<file path="src/hw/istcr_params.svh">
// register offsets, field positions and reset values of the tracking config bank
`ifndef ISTCR_PARAMS_SVH
`define ISTCR_PARAMS_SVH
`define ISTCR_ADDR_W 8
`define ISTCR_DATA_W 8
`define ISTCR_RAW_W 24
`define ISTCR_OFF_CH0_TRACK 8'h25
`define ISTCR_OFF_CH3_SETUP 8'h26
`define ISTCR_OFF_CH12_TRACK 8'h28
`define ISTCR_OFF_CH3_TRACK 8'h2B
`define ISTCR_OFF_RAW_LOW 8'h59
`define ISTCR_OFF_RAW_MID 8'h5A
`define ISTCR_OFF_RAW_HIGH 8'h5B
`define ISTCR_RST_CH0_TRACK 8'hDA
`define ISTCR_RST_CH3_SETUP 8'h04
`define ISTCR_RST_CH12_TRACK 8'h50
`define ISTCR_RST_CH3_TRACK 8'h01
`define ISTCR_RST_RAW 24'h000000
`define ISTCR_CH0_TF_HI 2
`define ISTCR_CH0_TF_LO 1
`define ISTCR_CH2_TF_HI 7
`define ISTCR_CH2_TF_LO 6
`define ISTCR_CH1_TF_HI 5
`define ISTCR_CH1_TF_LO 4
`define ISTCR_CH3_TF_HI 1
`define ISTCR_CH3_TF_LO 0
`define ISTCR_RES_RANGE_BIT 7
`define ISTCR_FREQ_HI 6
`define ISTCR_FREQ_LO 5
`define ISTCR_CYC_HI 4
`define ISTCR_CYC_LO 0
`define ISTCR_RAW_LOW_HI 7
`define ISTCR_RAW_LOW_LO 0
`define ISTCR_RAW_MID_HI 15
`define ISTCR_RAW_MID_LO 8
`define ISTCR_RAW_HIGH_HI 23
`define ISTCR_RAW_HIGH_LO 16
`define ISTCR_ZERO_BYTE 8'h00
`define ISTCR_RAW_BYTES 3
`endif

</file>
<file path="src/hw/istcr_pkg.sv">
// types of the tracking config bank
package istcr_pkg;
  typedef logic [7:0] istcr_byte_t;
  typedef logic [7:0] istcr_addr_t;
  typedef logic [1:0] istcr_factor_t;
  typedef logic [1:0] istcr_freq_t;
  typedef logic [4:0] istcr_cycles_t;
  typedef logic [23:0] istcr_raw_t;
endpackage : istcr_pkg

</file>
<file path="src/hw/istcr_regs.sv">
// configuration and channel 0 readout register bank of the inductive sense device
// Function
// [RL1] channel 0 tracking factor at bits 2-1, resets to 1
// [RL2] channel 0 tracking register at 25h resets to DAh, reserved bits read/write
// [RL3] register 28h holds channel 2 factor at bits 7-6, resets to 50h
// [RL4] register 28h holds channel 1 factor at bits 5-4, resets to 1
// [RL5] register 2Bh holds channel 3 factor at bits 1-0, resets to 01h
// [RL6] channel 3 setup bit 7 selects resistance range, resets to 0
// [RL7] channel 3 setup bits 6-5 select frequency range, resets to 0
// [RL8] channel 3 setup bits 4-0 hold cycle count; register 26h resets to 04h
// [RL9] channel 0 raw result read as bytes at 59h, 5Ah, 5Bh, reset zero
// [RL10] all three raw bytes update together from one conversion
`timescale 1ns/1ps
`include "istcr_params.svh"
module istcr_regs (
  input wire logic i_clock,
  input wire logic i_rstn,
  input wire istcr_pkg::istcr_addr_t i_reg_addr,
  input wire logic i_reg_write,
  input wire istcr_pkg::istcr_byte_t i_reg_wdata,
  input wire logic i_reg_read,
  input wire logic i_raw_valid,
  input wire istcr_pkg::istcr_raw_t i_ch0_raw_measurement,
  output istcr_pkg::istcr_byte_t o_reg_rdata,
  output logic o_reg_hit,
  output istcr_pkg::istcr_factor_t o_ch0_track_factor,
  output istcr_pkg::istcr_factor_t o_ch1_track_factor,
  output istcr_pkg::istcr_factor_t o_ch2_track_factor,
  output istcr_pkg::istcr_factor_t o_ch3_track_factor,
  output logic o_ch3_resistance_range,
  output istcr_pkg::istcr_freq_t o_ch3_frequency_range,
  output istcr_pkg::istcr_cycles_t o_ch3_cycle_count
);
  import istcr_pkg::*;

  // ------------------------------------------------
  // address decode
  // ------------------------------------------------
  logic sel_ch0_track;
  logic sel_ch3_setup;
  logic sel_ch12_track;
  logic sel_ch3_track;
  logic [`ISTCR_RAW_BYTES-1:0] sel_raw;
  logic sel_cfg_any;
  logic sel_any;

  assign sel_ch0_track = (i_reg_addr == `ISTCR_OFF_CH0_TRACK);
  assign sel_ch3_setup = (i_reg_addr == `ISTCR_OFF_CH3_SETUP);
  assign sel_ch12_track = (i_reg_addr == `ISTCR_OFF_CH12_TRACK);
  assign sel_ch3_track = (i_reg_addr == `ISTCR_OFF_CH3_TRACK);
  assign sel_raw[0] = (i_reg_addr == `ISTCR_OFF_RAW_LOW);
  assign sel_raw[1] = (i_reg_addr == `ISTCR_OFF_RAW_MID);
  assign sel_raw[2] = (i_reg_addr == `ISTCR_OFF_RAW_HIGH);
  assign sel_cfg_any = sel_ch0_track | sel_ch3_setup | sel_ch12_track | sel_ch3_track;
  assign sel_any = sel_cfg_any | (|sel_raw);

  // ------------------------------------------------
  // write strobes
  // ------------------------------------------------
  // raw bytes and unmapped offsets get no strobe, so such writes fall away
  logic wr_ch0_track;
  logic wr_ch3_setup;
  logic wr_ch12_track;
  logic wr_ch3_track;

  assign wr_ch0_track = i_reg_write & sel_ch0_track;
  assign wr_ch3_setup = i_reg_write & sel_ch3_setup;
  assign wr_ch12_track = i_reg_write & sel_ch12_track;
  assign wr_ch3_track = i_reg_write & sel_ch3_track;

  // ------------------------------------------------
  // next values of the writable registers
  // ------------------------------------------------
  // reserved bits are plain storage, so the whole byte is taken
  istcr_byte_t ch0_track_reg;
  istcr_byte_t ch3_setup_reg;
  istcr_byte_t ch12_track_reg;
  istcr_byte_t ch3_track_reg;
  istcr_byte_t ch0_track_next;
  istcr_byte_t ch3_setup_next;
  istcr_byte_t ch12_track_next;
  istcr_byte_t ch3_track_next;

  assign ch0_track_next = wr_ch0_track ? i_reg_wdata : ch0_track_reg; // RL2
  assign ch3_setup_next = wr_ch3_setup ? i_reg_wdata : ch3_setup_reg; // RL8
  assign ch12_track_next = wr_ch12_track ? i_reg_wdata : ch12_track_reg; // RL3
  assign ch3_track_next = wr_ch3_track ? i_reg_wdata : ch3_track_reg; // RL5

  // ------------------------------------------------
  // channel 0 tracking register
  // ------------------------------------------------
  always_ff @(posedge i_clock or negedge i_rstn) begin
    if (!i_rstn) begin
      ch0_track_reg <= `ISTCR_RST_CH0_TRACK; // RL1 RL2
    end else begin
      ch0_track_reg <= ch0_track_next;
    end
  end

  // ------------------------------------------------
  // channel 3 setup register
  // ------------------------------------------------
  always_ff @(posedge i_clock or negedge i_rstn) begin
    if (!i_rstn) begin
      ch3_setup_reg <= `ISTCR_RST_CH3_SETUP; // RL6 RL7 RL8
    end else begin
      ch3_setup_reg <= ch3_setup_next;
    end
  end

  // ------------------------------------------------
  // channel 1 and 2 tracking register
  // ------------------------------------------------
  always_ff @(posedge i_clock or negedge i_rstn) begin
    if (!i_rstn) begin
      ch12_track_reg <= `ISTCR_RST_CH12_TRACK; // RL3 RL4
    end else begin
      ch12_track_reg <= ch12_track_next;
    end
  end

  // ------------------------------------------------
  // channel 3 tracking register
  // ------------------------------------------------
  always_ff @(posedge i_clock or negedge i_rstn) begin
    if (!i_rstn) begin
      ch3_track_reg <= `ISTCR_RST_CH3_TRACK; // RL5
    end else begin
      ch3_track_reg <= ch3_track_next;
    end
  end

  // ------------------------------------------------
  // channel 0 raw result
  // ------------------------------------------------
  // all 24 bits load on one edge, so the three bytes never mix conversions
  istcr_raw_t raw_value;
  istcr_raw_store u_raw_store (
    .i_clock(i_clock),
    .i_rstn(i_rstn),
    .i_load(i_raw_valid), // RL10
    .i_value(i_ch0_raw_measurement),
    .o_value(raw_value)
  );

  // ------------------------------------------------
  // raw byte lanes
  // ------------------------------------------------
  istcr_byte_t raw_masked [`ISTCR_RAW_BYTES];
  istcr_byte_t raw_rdata;

  genvar lane;
  for (lane = 0; lane < `ISTCR_RAW_BYTES; lane++) begin : g_raw_lane
    assign raw_masked[lane] = sel_raw[lane] ? raw_value[lane*`ISTCR_DATA_W +: `ISTCR_DATA_W] :
                              `ISTCR_ZERO_BYTE; // RL9
  end

  // lanes are one-hot selected, so an or merges them
  assign raw_rdata = raw_masked[0] | raw_masked[1] | raw_masked[2];

  // ------------------------------------------------
  // read mux
  // ------------------------------------------------
  istcr_byte_t cfg_rdata;
  istcr_byte_t rdata_next;
  logic hit_next;

  assign cfg_rdata =
    sel_ch0_track ? ch0_track_reg :
    sel_ch3_setup ? ch3_setup_reg :
    sel_ch12_track ? ch12_track_reg :
    sel_ch3_track ? ch3_track_reg :
    `ISTCR_ZERO_BYTE;

  // unmapped offsets read as zero with no hit
  assign rdata_next = i_reg_read ? (cfg_rdata | raw_rdata) : rdata_reg;
  assign hit_next = i_reg_read ? sel_any : hit_reg;

  // ------------------------------------------------
  // read response
  // ------------------------------------------------
  // held until the next read strobe
  istcr_byte_t rdata_reg;
  logic hit_reg;

  always_ff @(posedge i_clock or negedge i_rstn) begin
    if (!i_rstn) begin
      rdata_reg <= `ISTCR_ZERO_BYTE;
    end else begin
      rdata_reg <= rdata_next;
    end
  end

  always_ff @(posedge i_clock or negedge i_rstn) begin
    if (!i_rstn) begin
      hit_reg <= 1'b0;
    end else begin
      hit_reg <= hit_next;
    end
  end

  assign o_reg_rdata = rdata_reg;
  assign o_reg_hit = hit_reg;

  // ------------------------------------------------
  // field outputs, straight from the registers
  // ------------------------------------------------
  assign o_ch0_track_factor = ch0_track_reg[`ISTCR_CH0_TF_HI:`ISTCR_CH0_TF_LO]; // RL1
  assign o_ch2_track_factor = ch12_track_reg[`ISTCR_CH2_TF_HI:`ISTCR_CH2_TF_LO]; // RL3
  assign o_ch1_track_factor = ch12_track_reg[`ISTCR_CH1_TF_HI:`ISTCR_CH1_TF_LO]; // RL4
  assign o_ch3_track_factor = ch3_track_reg[`ISTCR_CH3_TF_HI:`ISTCR_CH3_TF_LO]; // RL5
  assign o_ch3_resistance_range = ch3_setup_reg[`ISTCR_RES_RANGE_BIT]; // RL6
  assign o_ch3_frequency_range = ch3_setup_reg[`ISTCR_FREQ_HI:`ISTCR_FREQ_LO]; // RL7
  assign o_ch3_cycle_count = ch3_setup_reg[`ISTCR_CYC_HI:`ISTCR_CYC_LO]; // RL8
endmodule : istcr_regs

</file>
<file path="src/hw/istcr_raw_store.sv">
// holds the channel 0 raw result, loaded whole in one edge
`timescale 1ns/1ps
`include "istcr_params.svh"
module istcr_raw_store (
  input wire logic i_clock,
  input wire logic i_rstn,
  input wire logic i_load,
  input wire istcr_pkg::istcr_raw_t i_value,
  output istcr_pkg::istcr_raw_t o_value
);
  import istcr_pkg::*;
  istcr_raw_t value_reg;
  always_ff @(posedge i_clock or negedge i_rstn) begin
    if (!i_rstn) begin
      value_reg <= `ISTCR_RST_RAW;
    end else if (i_load) begin
      value_reg <= i_value;
    end
  end
  assign o_value = value_reg;
endmodule : istcr_raw_store

</file>
<file path="config.mk">
export PLATFORM = sky130hd
export DESIGN_NAME = istcr_regs
export DESIGN_NICKNAME = d
export VERILOG_FILES = /design/src/hw/istcr_pkg.sv /design/src/hw/istcr_regs.sv /design/src/hw/istcr_raw_store.sv
export VERILOG_INCLUDE_DIRS = /design/src /design/src/hw
export SDC_FILE = /design/constraint.sdc
export NUM_CORES = 1
export LEC_CHECK = 0
export BUFFER_PORTS_ARGS = -buffer_cell sky130_fd_sc_hd__buf_2
export CAP_MARGIN = 20
export CELL_PAD_IN_SITES_DETAIL_PLACEMENT = 1
export CELL_PAD_IN_SITES_GLOBAL_PLACEMENT = 2
export CORE_MARGIN = 3
export CORE_UTILIZATION = 31
export CTS_CLUSTER_DIAMETER = 200
export CTS_CLUSTER_SIZE = 24
export DETAILED_ROUTE_END_ITERATION = 8
export GPL_TIMING_DRIVEN = 0
export HOLD_SLACK_MARGIN = 0.12
export PLACE_DENSITY = 0.83
export SETUP_SLACK_MARGIN = 0.1
export SKIP_LAST_GASP = 1
export SLEW_MARGIN = 20
export SYNTH_ARGS = -nofsm -noshare
export SYNTH_HDL_FRONTEND = slang
export SYNTH_SLANG_ARGS = --single-unit
</file>
<file path="constraint.sdc">
create_clock -name i_clock -period 1.2 [get_ports i_clock]
set_input_delay 0.18 -clock i_clock [delete_from_list [all_inputs] [get_ports i_clock]]
set_output_delay 0.18 -clock i_clock [all_outputs]
set_load 0.02 [all_outputs]
</file>
==> metrics.csv, run 1 <==
stage,metric,value,unit
power_and_ir_drop,p_per_area,1081,nW/µm²
timing,worst_slew_pin_slew,0.6580,ns
logic_synthesis,synth_mux_area_share,19.84,%
logic_synthesis,synth_compound_area_share,11.16,%
finish,drive_gt1_share,52.71,%
logic_synthesis,synth-seq-cells,65,
setup_path,critPathKind,in2reg,
timing,rsz0062_at_grt,true,
logic_synthesis,synth_top_family_by_area,multiplexers,
logic_synthesis,synth-xor-area-share,0.2713,%
min_path,hold_class,in2reg,
run,drv_cap,0,
routing,viasPerCell,5.101,
timing,setup_tns,-12.38,ns
routing,first_pass_iters,4,
global_route,grt_pass1_vias,3186,
timing,fin_crit,1.579,ns
timing,hold_violations,0,
setup_path,end_kind,flop,
global_route,overflow,0,
place,place.gp.congestion,0.8009,
global_route,grt_max_degree,48,
clock_network,cts-root-buf,clkbuf_8,
clock_network,clock_sinks,65,
finish,antenna_cells,0,
setup_path,slowest_delay,0.55,ns
setup_path,cp-start-kind,primary input,
routing,wl,11350,µm
floorplanning,die_h,108.0,µm
routing,antenna_left,0,
setup_path,cp_common_cell,buf_6,
clock_network,cts_tree,yes,
routing,drc,0,
finish,finalNonFillerCells,575,
timing,fin_worst_skew,0.01532,ns
floorplanning,die_area,11670,µm²
logic_synthesis,yosysWarnings,0,
clock_network,clk_pin_slew_worst_paths,0.08,ns
clock_network,clk_latency,0.37,ns
logic_synthesis,avgSynthCellArea,11.09,µm²
finish,largest_reg_flops,24,
clock_network,cts_made_buffers,9,
power_and_ir_drop,ir_worst_vdd,438.4,µV
global_route,antenna_found_initial,0,
finish,fin_nets,482,
clock_network,htree_levels,3,
place,port_buffers,68,
logic_synthesis,synthesis.nets,336,
power_and_ir_drop,power_leakage,2.265,nW
floorplanning,start_util,32.43,%
timing,fmax,0.6333,GHz
logic_synthesis,ys_seq_area_share,50.74,%
routing,wl_per_cell,19.74,µm
finish,fill_cells,1090,
timing,drv_slew,0,
logic_synthesis,synthAdderAreaFrac,0,%
global_route,track_usage,19.59,%
setup_path,crit_slowest_cell,or4b_4,
setup_path,crit_chain,buf_6 > or4b_4 > buf_12 > nor2_4 > and4_1 > buf_6 > mux2_4,
logic_synthesis,synth-simple-area-share,12.79,%
timing,timing.final.ws_setup,-0.3791,ns
timing,slew_headroom,56.09,%
floorplanning,die_w,108.0,µm
floorplanning,ios,70,
logic_synthesis,synth_cell_types,31,
finish,final_core_util,50.58,%
logic_synthesis,synth_cells,291,
setup_path,crit_required,1.44,ns
setup_path,crit_fanout,8,
place,placed_cells,493,
routing,vias,2933,
global_route,grt_pass1_wl,17150,µm
setup_path,cp.arrival,1.82,ns
timing,final-setup-viol-count,45,
timing,min_period_over_period,131.6,%
clock_network,clockBufferDepth,2,
routing,drtIter0Drc,117,
logic_synthesis,netlist_area,3228,µm²
run_status,status,"finished, violations left",
place,hpwl,7112,µm
floorplanning,fp-row-count,36,
floorplanning,core_region_area,9955,µm²
run_status,violations,negative setup slack,
finish,area_delta_synth_final,55.97,%
cell families after synthesis:
family | count (synthesis)
AND/OR/NAND/NOR | 74
flip-flops | 65
AO/OA/AOI/OAI | 58
multiplexers | 57
buffers and inverters | 36
XOR/XNOR | 1
power breakdown:
part / switching, W / leakage [nW] / internal (W)
Sequential: 0.000109 / 0.791 / 0.00237
Combinational: 0.000486 / 1.38 / 0.000553
Clock: 0.000959 / 0.0929 / 0.000967
Total: 0.00155 / 2.26 / 0.00389
path summary, 6_finish.rpt:
path	startpoint	to	slack [ns]	cells past startpoint
worst max-delay path	i_reg_addr[7]	ch3_track_reg[3]$_DFFE_PN0P_	-0.38	7
worst max register to register	u_raw_store.o_value[17]$_DFFE_PN0P_	o_reg_rdata[1]$_DFFE_PN0P_	-0.25	4
min in group asynchronous	i_rstn	u_raw_store.o_value[14]$_DFFE_PN0P_	0.24	2
worst min register to register	ch0_track_reg[6]$_DFFE_PN1P_	ch0_track_reg[6]$_DFFE_PN1P_	0.50	2
worst min-delay path	i_reg_wdata[0]	ch0_track_reg[0]$_DFFE_PN0P_	0.15	3
max in group asynchronous	i_rstn	ch3_track_reg[0]$_DFFE_PN1P_	0.35	3
stage by stage:
step / total power [W] / hold WS (ns) / instance area, µm² / worst slack, ns
6_report: 0.005442 / 0.1461 / 5035 / -0.3791
2_1_floorplan: 0.002909 / -0.1156 / 3292 / -0.6231
4_1_cts: 0.005351 / 0.1224 / 4777 / -0.3365
3_5_place_dp: 0.003240 / 0.08983 / 3829 / -1.211
3_3_place_gp: 0.003192 / 0.4139 / 3799 / -1.127
5_1_grt: 0.005672 / 0.1329 / 5035 / -0.3904
per-layer routing:
layer	global-route usage [%]	vias up	wire length, µm
met5	0	-	0
met4	8.206	0	237
met3	3.343	20	495
met2	33.61	85	5784
met1	24.37	1487	4835
li1	-	1341	-
cell usage in the layout, fill, tap and decap left out, types with 4 or more instances in the layout:
cell type      instances
buf_6                 42
a31oi_1                8
o21ai_2                6
a21oi_1               10
nand3_1                8
clkbuf_2               7
and2_1                 8
clkbuf_8              10
buf_4                 28
nor3_1                 8
clkbuf_1               7
nor4_1                 6
a221oi_2               4
a22o_1                 8
nand2_2                6
o21ai_0               16
dlygate4sd3_1         32
dfrtp_1               56
dfstp_2                9
inv_1                  9
buf_2                 41
nor2_1                 9
mux2_4                10
nand2_1               10
mux2_2                46
synth_stat cells (all sizes together):
library cell  instances  share of area (%)
clkbuf               15                1.7
buf                  12                2.4
dfstp                 9                7.3
nor2                 12                1.5
mux2i                 1               0.31
a22o                  8                2.2
dfrtp                56                 43
o21ai                24                3.7
nand3                 9                1.4
nor4                  9                1.9
nor4b                 2                1.0
nand2                18                2.3
and4                  1               0.27
nor3                  9                1.4
a221oi                8                2.2
a31oi                 8                1.6
mux2                 56                 20
and2                  8                1.6
nor2b                 2               0.39
xor2                  1               0.27
or4b                  1               0.31
inv                   9                1.0
nand2b                2               0.39
a21oi                10                1.6
or4bb                 1               0.35
what timing repair did:
action | CTS | global route
hold endpoints to repair | 91 | 1
setup buffers | 24 | 9
setup endpoints to repair | 64 | 66
cloned | 0 | 1
pin swaps | 13 | 10
gates resized for setup | 73 | 48
hold buffers | 31 | 1
worst max-delay path: cells and delay by family:
kind                   cells  cell delay, ns
buffers and inverters      3            0.43
and+or+nand+nor            3            0.90
muxes                      1            0.31
layout make-up:
| cell class | count | area [µm²] | share of cell area, % |
|---|---|---|---|
| plain buffers | 27 | 205.2 | 4.076 |
| clock buffers | 10 | 127.6 | 2.535 |
| clock inverters | 6 | 67.56 | 1.342 |
| inverters | 9 | 33.78 | 0.6710 |
| multi-input cells | 190 | 1647 | 32.70 |
| flip-flops and latches | 65 | 1638 | 32.53 |
| well taps | 133 | 166.4 | 3.305 |
| repair buffers | 135 | 1150 | 22.84 |
(Power assumes the default switching activity.)
==> run 2, diff against run 1 <==
--- a/config.mk
+++ b/config.mk
@@ -11,13 +11,13 @@
 export CELL_PAD_IN_SITES_DETAIL_PLACEMENT = 1
 export CELL_PAD_IN_SITES_GLOBAL_PLACEMENT = 2
 export CORE_MARGIN = 3
-export CORE_UTILIZATION = 31
+export CORE_UTILIZATION = 35
 export CTS_CLUSTER_DIAMETER = 200
 export CTS_CLUSTER_SIZE = 24
 export DETAILED_ROUTE_END_ITERATION = 8
 export GPL_TIMING_DRIVEN = 0
 export HOLD_SLACK_MARGIN = 0.12
-export PLACE_DENSITY = 0.83
+export PLACE_DENSITY = 0.88
 export SETUP_SLACK_MARGIN = 0.1
 export SKIP_LAST_GASP = 1
 export SLEW_MARGIN = 20
==> constraint.sdc (replaced) <==
create_clock -name i_clock -period 1.65 [get_ports i_clock]
set_input_delay 0.2475 -clock i_clock [delete_from_list [all_inputs] [get_ports i_clock]]
set_output_delay 0.2475 -clock i_clock [all_outputs]
set_load 0.02 [all_outputs]
==> metrics.csv, run 2 (same netlist as run 1, synthesis figures left out) <==
stage,metric,value,unit,change
run_status,status,"finished, violations left",,
run_status,violations,negative setup slack,,
finish,final_common_cell,buf_2,,
routing,drtIter0Drc,124,,+6.0%
power_and_ir_drop,ir_worst_vdd,376.0,µV,-14%
setup_path,reg2reg_depth,4,,unchanged
finish,final_cell_mix,"buf_2, dfrtp_1, mux2_2",,
power_and_ir_drop,total_power,0.003901,W,-28%
finish,finalNonFillerCells,495,,-14%
timing,final-setup-viol-count,7,,-84%
floorplanning,die_area,10410,µm²,-11%
place,hpwl,6658,µm,-6.4%
timing,worst_slew_pin_slew,0.6397,ns,-0.01827 ns
timing,drv_slew,0,,unchanged
power_and_ir_drop,power_leakage,1.930,nW,-15%
setup_path,r2r-start,u_raw_store.o_value[17]$_DFFE_PN0P_,,
clock_network,clk_pin_slew_worst_paths,0.07,ns,about the same
global_route,track_usage,18.47,%,-1.1 points
timing,hold_violations,0,,unchanged
min_path,holdPathEnd,u_raw_store.o_value[16]$_DFFE_PN0P_,,
setup_path,r2r-end,o_reg_rdata[1]$_DFFE_PN0P_,,
setup_path,cp.arrival,1.89,ns,+0.07 ns
place,place.gp.congestion,0.8138,,+1.6%
floorplanning,fp-row-count,34,,-5.6%
routing,vias,2663,,-9.2%
finish,fill_cells,978,,-10%
power_and_ir_drop,pwr-share-seq,45.9,%,+0.4 points
floorplanning,start_util,36.48,%,+4.1 points
power_and_ir_drop,internal_power,0.002913,W,-25%
clock_network,cts_made_buffers,9,,unchanged
timing,timing.final.ws_setup,-0.01754,ns,+0.3616 ns
floorplanning,core_region_area,8848,µm²,-11%
routing,wl,9324,µm,-18%
setup_path,reg2reg_slack,0.27,ns,+0.52 ns
clock_network,clockBufferDepth,2,,unchanged
global_route,grt_max_degree,34,,-29%
setup_path,cp-start-kind,primary input,,
floorplanning,ios,70,,unchanged
clock_network,cts-root-buf,clkbuf_8,,
finish,largest_reg_flops,24,,unchanged
clock_network,htree_levels,3,,unchanged
power_and_ir_drop,switchingPower,0.0009886,W,-36%
finish,antenna_cells,0,,unchanged
timing,min_period_over_period,101.1,%,
run,drv_cap,0,,unchanged
floorplanning,die_h,102.0,µm,-5.6%
clock_network,clk_latency,0.34,ns,-0.03 ns
global_route,antenna_found_initial,0,,unchanged
timing,setup_tns,-0.07814,ns,+12.30 ns
global_route,grt_util_met3,3.618,%,+0.27 points
global_route,grt_pass1_wl,14590,µm,-15%
routing,drc,0,,unchanged
min_path,min_from,i_ch0_raw_measurement[16],,
global_route,overflow,0,,unchanged
setup_path,crit_required,1.87,ns,+0.43 ns
global_route,grt_pass1_vias,2781,,-13%
global_route,grtUsageMet2,30.38,%,-3.2 points
timing,fin_worst_skew,0.009734,ns,-0.005584 ns
timing,rsz0062_at_grt,true,,
power_and_ir_drop,p_comb_share,14.2,%,-4.9 points
finish,area_delta_synth_final,31.05,%,
min_path,hold_class,in2reg,,
power_and_ir_drop,swShare,25.34,%,-3.2 points
setup_path,end_kind,flop,,
routing,first_pass_iters,4,,unchanged
place,port_buffers,68,,unchanged
timing,fmax,0.5997,GHz,
finish,fin_nets,427,,-11%
setup_path,crit_fanout,8,,unchanged
routing,wl_per_cell,18.84,µm,-4.6%
timing,fin_crit,1.668,ns,
place,placed_cells,469,,-4.9%
min_path,hold_depth,2,,-1
power_and_ir_drop,p_per_area,922.3,nW/µm²,-15%
routing,viasPerCell,5.380,,+5.5%
timing,slew_headroom,57.35,%,+1.3 points
floorplanning,die_w,102.0,µm,-5.6%
setup_path,critPathKind,in2reg,,
finish,drive_gt1_share,50.13,%,-2.6 points
global_route,grt-busiest-layer,met2,,
clock_network,clock_sinks,65,,unchanged
global_route,grt_use_met1,24.74,%,+0.37 points
power_and_ir_drop,pwr-share-clk,39.9,%,+4.5 points
routing,antenna_left,0,,unchanged
clock_network,cts_tree,yes,,
run 2: power groups by stage:
stage	logic [W]	registers, W	clock network [W]
after global placement	0.000506	0.00181	0
after floorplan	0.000284	0.00183	0
after detailed placement	0.000527	0.00182	0
final	0.000553	0.00179	0.00156
after CTS	0.000550	0.00179	0.00159
after global routing	0.000603	0.00180	0.00168
run 2: worst max-delay path by stage:
stage | from | to | slack, ns
global placement | i_reg_addr[4] | o_reg_rdata[1]$_DFFE_PN0P_ | -0.74
detailed placement | i_reg_addr[4] | ch0_track_reg[2]$_DFFE_PN0P_ | -0.77
finish | i_reg_addr[6] | ch3_track_reg[5]$_DFFE_PN0P_ | -0.02
CTS | i_reg_addr[6] | ch3_track_reg[5]$_DFFE_PN0P_ | 0.02
floorplan | i_reg_addr[4] | ch3_track_reg[1]$_DFFE_PN0P_ | -0.24
global route | i_reg_addr[6] | ch3_track_reg[5]$_DFFE_PN0P_ | -0.05
run 2: critical path: stages:
cell,delay [ns]
buf_6,0.09
or4b_4,0.54
buf_12,0.16
nor2_4,0.13
and4_1,0.23
buf_6,0.18
mux2_4,0.31
run 2: per-layer routing:
layer	wire, µm	vias to the layer above
met4	124	0
li1	-	1229
met2	4563	75
met5	0	-
met1	4205	1348
met3	430	11
run 2: metrics by stage:
| step | setup WS, ns | instance area [µm²] | utilization [%] | hold WS, ns |
|---|---|---|---|---|
| after floorplan | -0.2407 | 3281 | - | -0.04809 |
| final | -0.01754 | 4230 | 47.81 | 0.1324 |
| after detailed placement | -0.7707 | 3790 | 42.83 | 0.2240 |
| after global routing | -0.04878 | 4230 | 47.81 | 0.1206 |
| after CTS | 0.02368 | 4175 | 47.19 | 0.1232 |
| after global placement | -0.7397 | 3756 | 42.45 | 0.4808 |
run 2: what timing repair did:
action                                  CTS  global route
endpoints found under the setup margin   40            32
pin swaps                                 9             2
hold buffers                              1             1
buffers inserted                          7             2
gates resized for setup                  23             8
hold endpoints to repair                 24             1
run 2: final cells by class:
cell class              instances  area (µm²)  share of cell area, %
plain buffers                  26       158.9                  3.756
clock buffers                  12       155.1                  3.668
clock inverters                 4       75.07                  1.775
inverters                       9       33.78                 0.7986
multi-input cells             190        1555                  36.76
flip-flops and latches         65        1638                  38.72
well taps                     108       135.1                  3.194
repair buffers                 81       479.2                  11.33
==> run 3, diff against run 2 <==
--- a/config.mk
+++ b/config.mk
@@ -6,21 +6,22 @@
 export SDC_FILE = /design/constraint.sdc
 export NUM_CORES = 1
 export LEC_CHECK = 0
-export BUFFER_PORTS_ARGS = -buffer_cell sky130_fd_sc_hd__buf_2
 export CAP_MARGIN = 20
 export CELL_PAD_IN_SITES_DETAIL_PLACEMENT = 1
 export CELL_PAD_IN_SITES_GLOBAL_PLACEMENT = 2
 export CORE_MARGIN = 3
-export CORE_UTILIZATION = 35
+export CORE_UTILIZATION = 41
 export CTS_CLUSTER_DIAMETER = 200
 export CTS_CLUSTER_SIZE = 24
 export DETAILED_ROUTE_END_ITERATION = 8
+export DONT_BUFFER_PORTS = 1
 export GPL_TIMING_DRIVEN = 0
 export HOLD_SLACK_MARGIN = 0.12
-export PLACE_DENSITY = 0.88
+export PLACE_DENSITY = 0.87
 export SETUP_SLACK_MARGIN = 0.1
 export SKIP_LAST_GASP = 1
 export SLEW_MARGIN = 20
 export SYNTH_ARGS = -nofsm -noshare
 export SYNTH_HDL_FRONTEND = slang
+export SYNTH_HIERARCHICAL = 1
 export SYNTH_SLANG_ARGS = --single-unit
==> metrics.csv, run 3 <==
stage,metric,value,unit,change
run_status,status,"finished, violations left",,
run_status,violations,negative hold slack,,
power_and_ir_drop,p_per_area,888.9,nW/µm²,-3.6%
timing,rsz0062_at_grt,true,,
place,port_buffers,0,,-100%
global_route,overflow,0,,unchanged
power_and_ir_drop,pwr-share-seq,49.4,%,+3.5 points
setup_path,crit_required,1.89,ns,+0.02 ns
min_path,hold_class,in2async,,
routing,viasPerCell,5.805,,+7.9%
routing,first_pass_iters,4,,unchanged
global_route,grt_max_degree,66,,+94%
logic_synthesis,synth_top_flop_cell,dfrtp_1,,
power_and_ir_drop,power_leakage,1.846,nW,-4.4%
logic_synthesis,ys_seq_area_share,48.99,%,-1.7 points
finish,fin_nets,390,,-8.7%
clock_network,clockBufferDepth,2,,unchanged
logic_synthesis,ys_top_cells_by_count,"dfrtp_1, mux2_2, o21ai_0, mux2_4, nand2_1",,
finish,final_cell_mix,"dfrtp_1, dlygate4sd3_1, mux2_2, mux2_4, o21ai_0",,
finish,antenna_cells,0,,unchanged
logic_synthesis,yosysWarnings,6,,+6
timing,fin_crit,1.554,ns,-0.1139 ns
floorplanning,fp-row-count,32,,-5.9%
floorplanning,die_h,96.30,µm,-5.6%
timing,holdWs,-0.4116,ns,-0.5439 ns
clock_network,htree_levels,3,,unchanged
clock_network,cts_tree,yes,,
floorplanning,die_w,96.30,µm,-5.6%
timing,fmax,0.6437,GHz,+7.3%
global_route,track_usage,23.37,%,+4.9 points
clock_network,cts_made_buffers,9,,unchanged
power_and_ir_drop,pwr-share-clk,37.3,%,-2.6 points
logic_synthesis,synth-seq-cells,65,,unchanged
clock_network,clock_sinks,65,,unchanged
logic_synthesis,synth_edf_count,0,,unchanged
setup_path,end_kind,flop,,
global_route,grt_pass1_wl,15780,µm,+8.2%
logic_synthesis,synth_cells,291,,unchanged
clock_network,clk_latency,0.36,ns,+0.02 ns
power_and_ir_drop,ir_worst_vdd,435.9,µV,+16%
power_and_ir_drop,total_power,0.003723,W,-4.6%
power_and_ir_drop,p_comb_share,13.3,%,-0.9 points
finish,largest_reg_flops,24,,unchanged
routing,vias,2624,,-1.5%
logic_synthesis,synthTopCellsByArea,"dfrtp_1, mux2_2, mux2_4",,
routing,antenna_left,0,,unchanged
power_and_ir_drop,internal_power,0.002698,W,-7.4%
logic_synthesis,synth_cell_types,34,,+9.7%
floorplanning,start_util,42.82,%,+6.3 points
timing,min_period_over_period,94.16,%,-6.9 points
power_and_ir_drop,switchingPower,0.001024,W,+3.6%
timing,timing.final.ws_setup,0.09638,ns,+0.1139 ns
place,pre_cts_ws,-0.6245,ns,+0.1462 ns
finish,drive_gt1_share,34.00,%,-16 points
global_route,antenna_found_initial,0,,unchanged
floorplanning,core_region_area,7807,µm²,-12%
logic_synthesis,synthesis.nets,336,,unchanged
logic_synthesis,netlist_area,3343,µm²,+3.6%
logic_synthesis,synth.most_common_cell,dfrtp_1,,
logic_synthesis,ys_async_sr_fraction,100.0,%,unchanged
clock_network,holdBufCountCts,32,,+31
setup_path,cp.arrival,1.79,ns,-0.10 ns
routing,wl_per_cell,22.95,µm,+22%
timing,final-setup-viol-count,0,,-7
place,hpwl,6481,µm,-2.7%
floorplanning,die_area,9274,µm²,-11%
timing,worst_slew_pin_slew,0.7138,ns,+0.07409 ns
timing,fin_worst_skew,0.01284,ns,+0.003105 ns
logic_synthesis,avgSynthCellArea,11.49,µm²,+3.6%
clock_network,cts-root-buf,clkbuf_8,,
timing,drv_slew,0,,unchanged
clock_network,clk_pin_slew_worst_paths,0.07,ns,about the same
run,drv_cap,0,,unchanged
setup_path,critPathKind,in2reg,,
timing,slew_headroom,52.24,%,-5.1 points
timing,setup_tns,0,ns,+0.07814 ns
global_route,grt_pass1_vias,2861,,+2.9%
setup_path,crit_fanout,8,,unchanged
routing,wl,10370,µm,+11%
routing,drc,0,,unchanged
setup_path,cp-start-kind,primary input,,
logic_synthesis,yosysTopAreaCellShare,41.92,%,-1.5 points
floorplanning,ios,70,,unchanged
finish,final_common_cell,dfrtp_1,,
power_and_ir_drop,swShare,27.51,%,+2.2 points
timing,hold_violations,65,,+65
routing,drtIter0Drc,95,,-23%
finish,area_delta_synth_final,25.26,%,
place,place.gp.congestion,0.7902,,-2.9%
logic_synthesis,yosysTopAreaCell,dfrtp_1,,
[run 3: cell types whose count changed after synthesis, sizes merged]
cell	previous run	this run
clkbuf	15	12
buf	12	15
[run 3: per-stage QoR]
step	hold WS [ns]	utilization, %	cell area [µm²]	cells
floorplan	-0.04809	-	3396	291
global placement	-0.04579	45.13	3523	393
detailed placement	-0.04549	45.21	3530	393
CTS	-0.4394	52.82	4124	448
global route	-0.4441	53.64	4188	452
finish	-0.4116	53.64	4188	452
[run 3: layer usage]
metal	wire, µm	GRT usage [%]
met1	4285	28.92
met2	5119	37.67
met3	693	6.489
met4	275	10.98
met5	0	0
[run 3: area by class of cell]
type                    instances  area, µm²
plain buffers                  27      201.4
clock buffers                  10      127.6
multi-input cells             190       1588
fillers                       842       3620
flip-flops and latches         65       1638
clock inverters                 6      68.82
well taps                     102      127.6
inverters                       9      33.78
repair buffers                 43      402.9
[run 3: repair_timing]
item,4_1_cts,5_1_grt
cloned,0,0
gates resized for setup,6,11
hold endpoints to repair,121,65
setup endpoints to repair,32,18
setup buffers,7,4
pin swaps,3,2
[run 3: path summary, 6_finish.rpt]
path / startpoint / to / slack [ns] / cells after the start
setup / recovery: i_reg_addr[4] / ch3_track_reg[6]$_DFFE_PN0P_ / 0.1 / 6
hold / removal: i_rstn / ch0_track_reg[2]$_DFFE_PN0P_ / -0.41 / 0
setup reg to reg: u_raw_store/o_value[14]$_DFFE_PN0P_ / o_reg_rdata[6]$_DFFE_PN0P_ / 0.13 / 4
hold reg to reg: ch12_track_reg[1]$_DFFE_PN0P_ / ch12_track_reg[1]$_DFFE_PN0P_ / 0.50 / 1
max in group asynchronous: i_rstn / ch3_setup_reg[2]$_DFFE_PN1P_ / 1.84 / 0
min in group i_clock: i_raw_valid / u_raw_store/o_value[0]$_DFFE_PN0P_ / 0.19 / 2
[run 3: cells by family (layout without fill, tap and decap cells)]
kind of cell	after synthesis	count (layout)	share of synthesized area (%)
simple gates	74	74	12.35
flops	65	65	48.99
compound gates	58	58	10.78
mux	57	57	21.41
buf+inv	36	95	6.213
xor+xnor	1	1	0.2620
[run 3: power by group through the flow]
stage          Combinational, W  Sequential [W]  Clock (W)
2_1_floorplan          0.000329         0.00183          0
3_3_place_gp           0.000381         0.00186          0
3_5_place_dp           0.000393         0.00186          0
4_1_cts                0.000477         0.00184    0.00140
5_1_grt                0.000528         0.00185    0.00149
6_report               0.000497         0.00184    0.00139
[run 3: critical path: stages]
cell,delay [ns]
or4b_4,0.53
buf_12,0.16
nor2_4,0.13
and4_1,0.22
buf_6,0.17
mux2_4,0.31
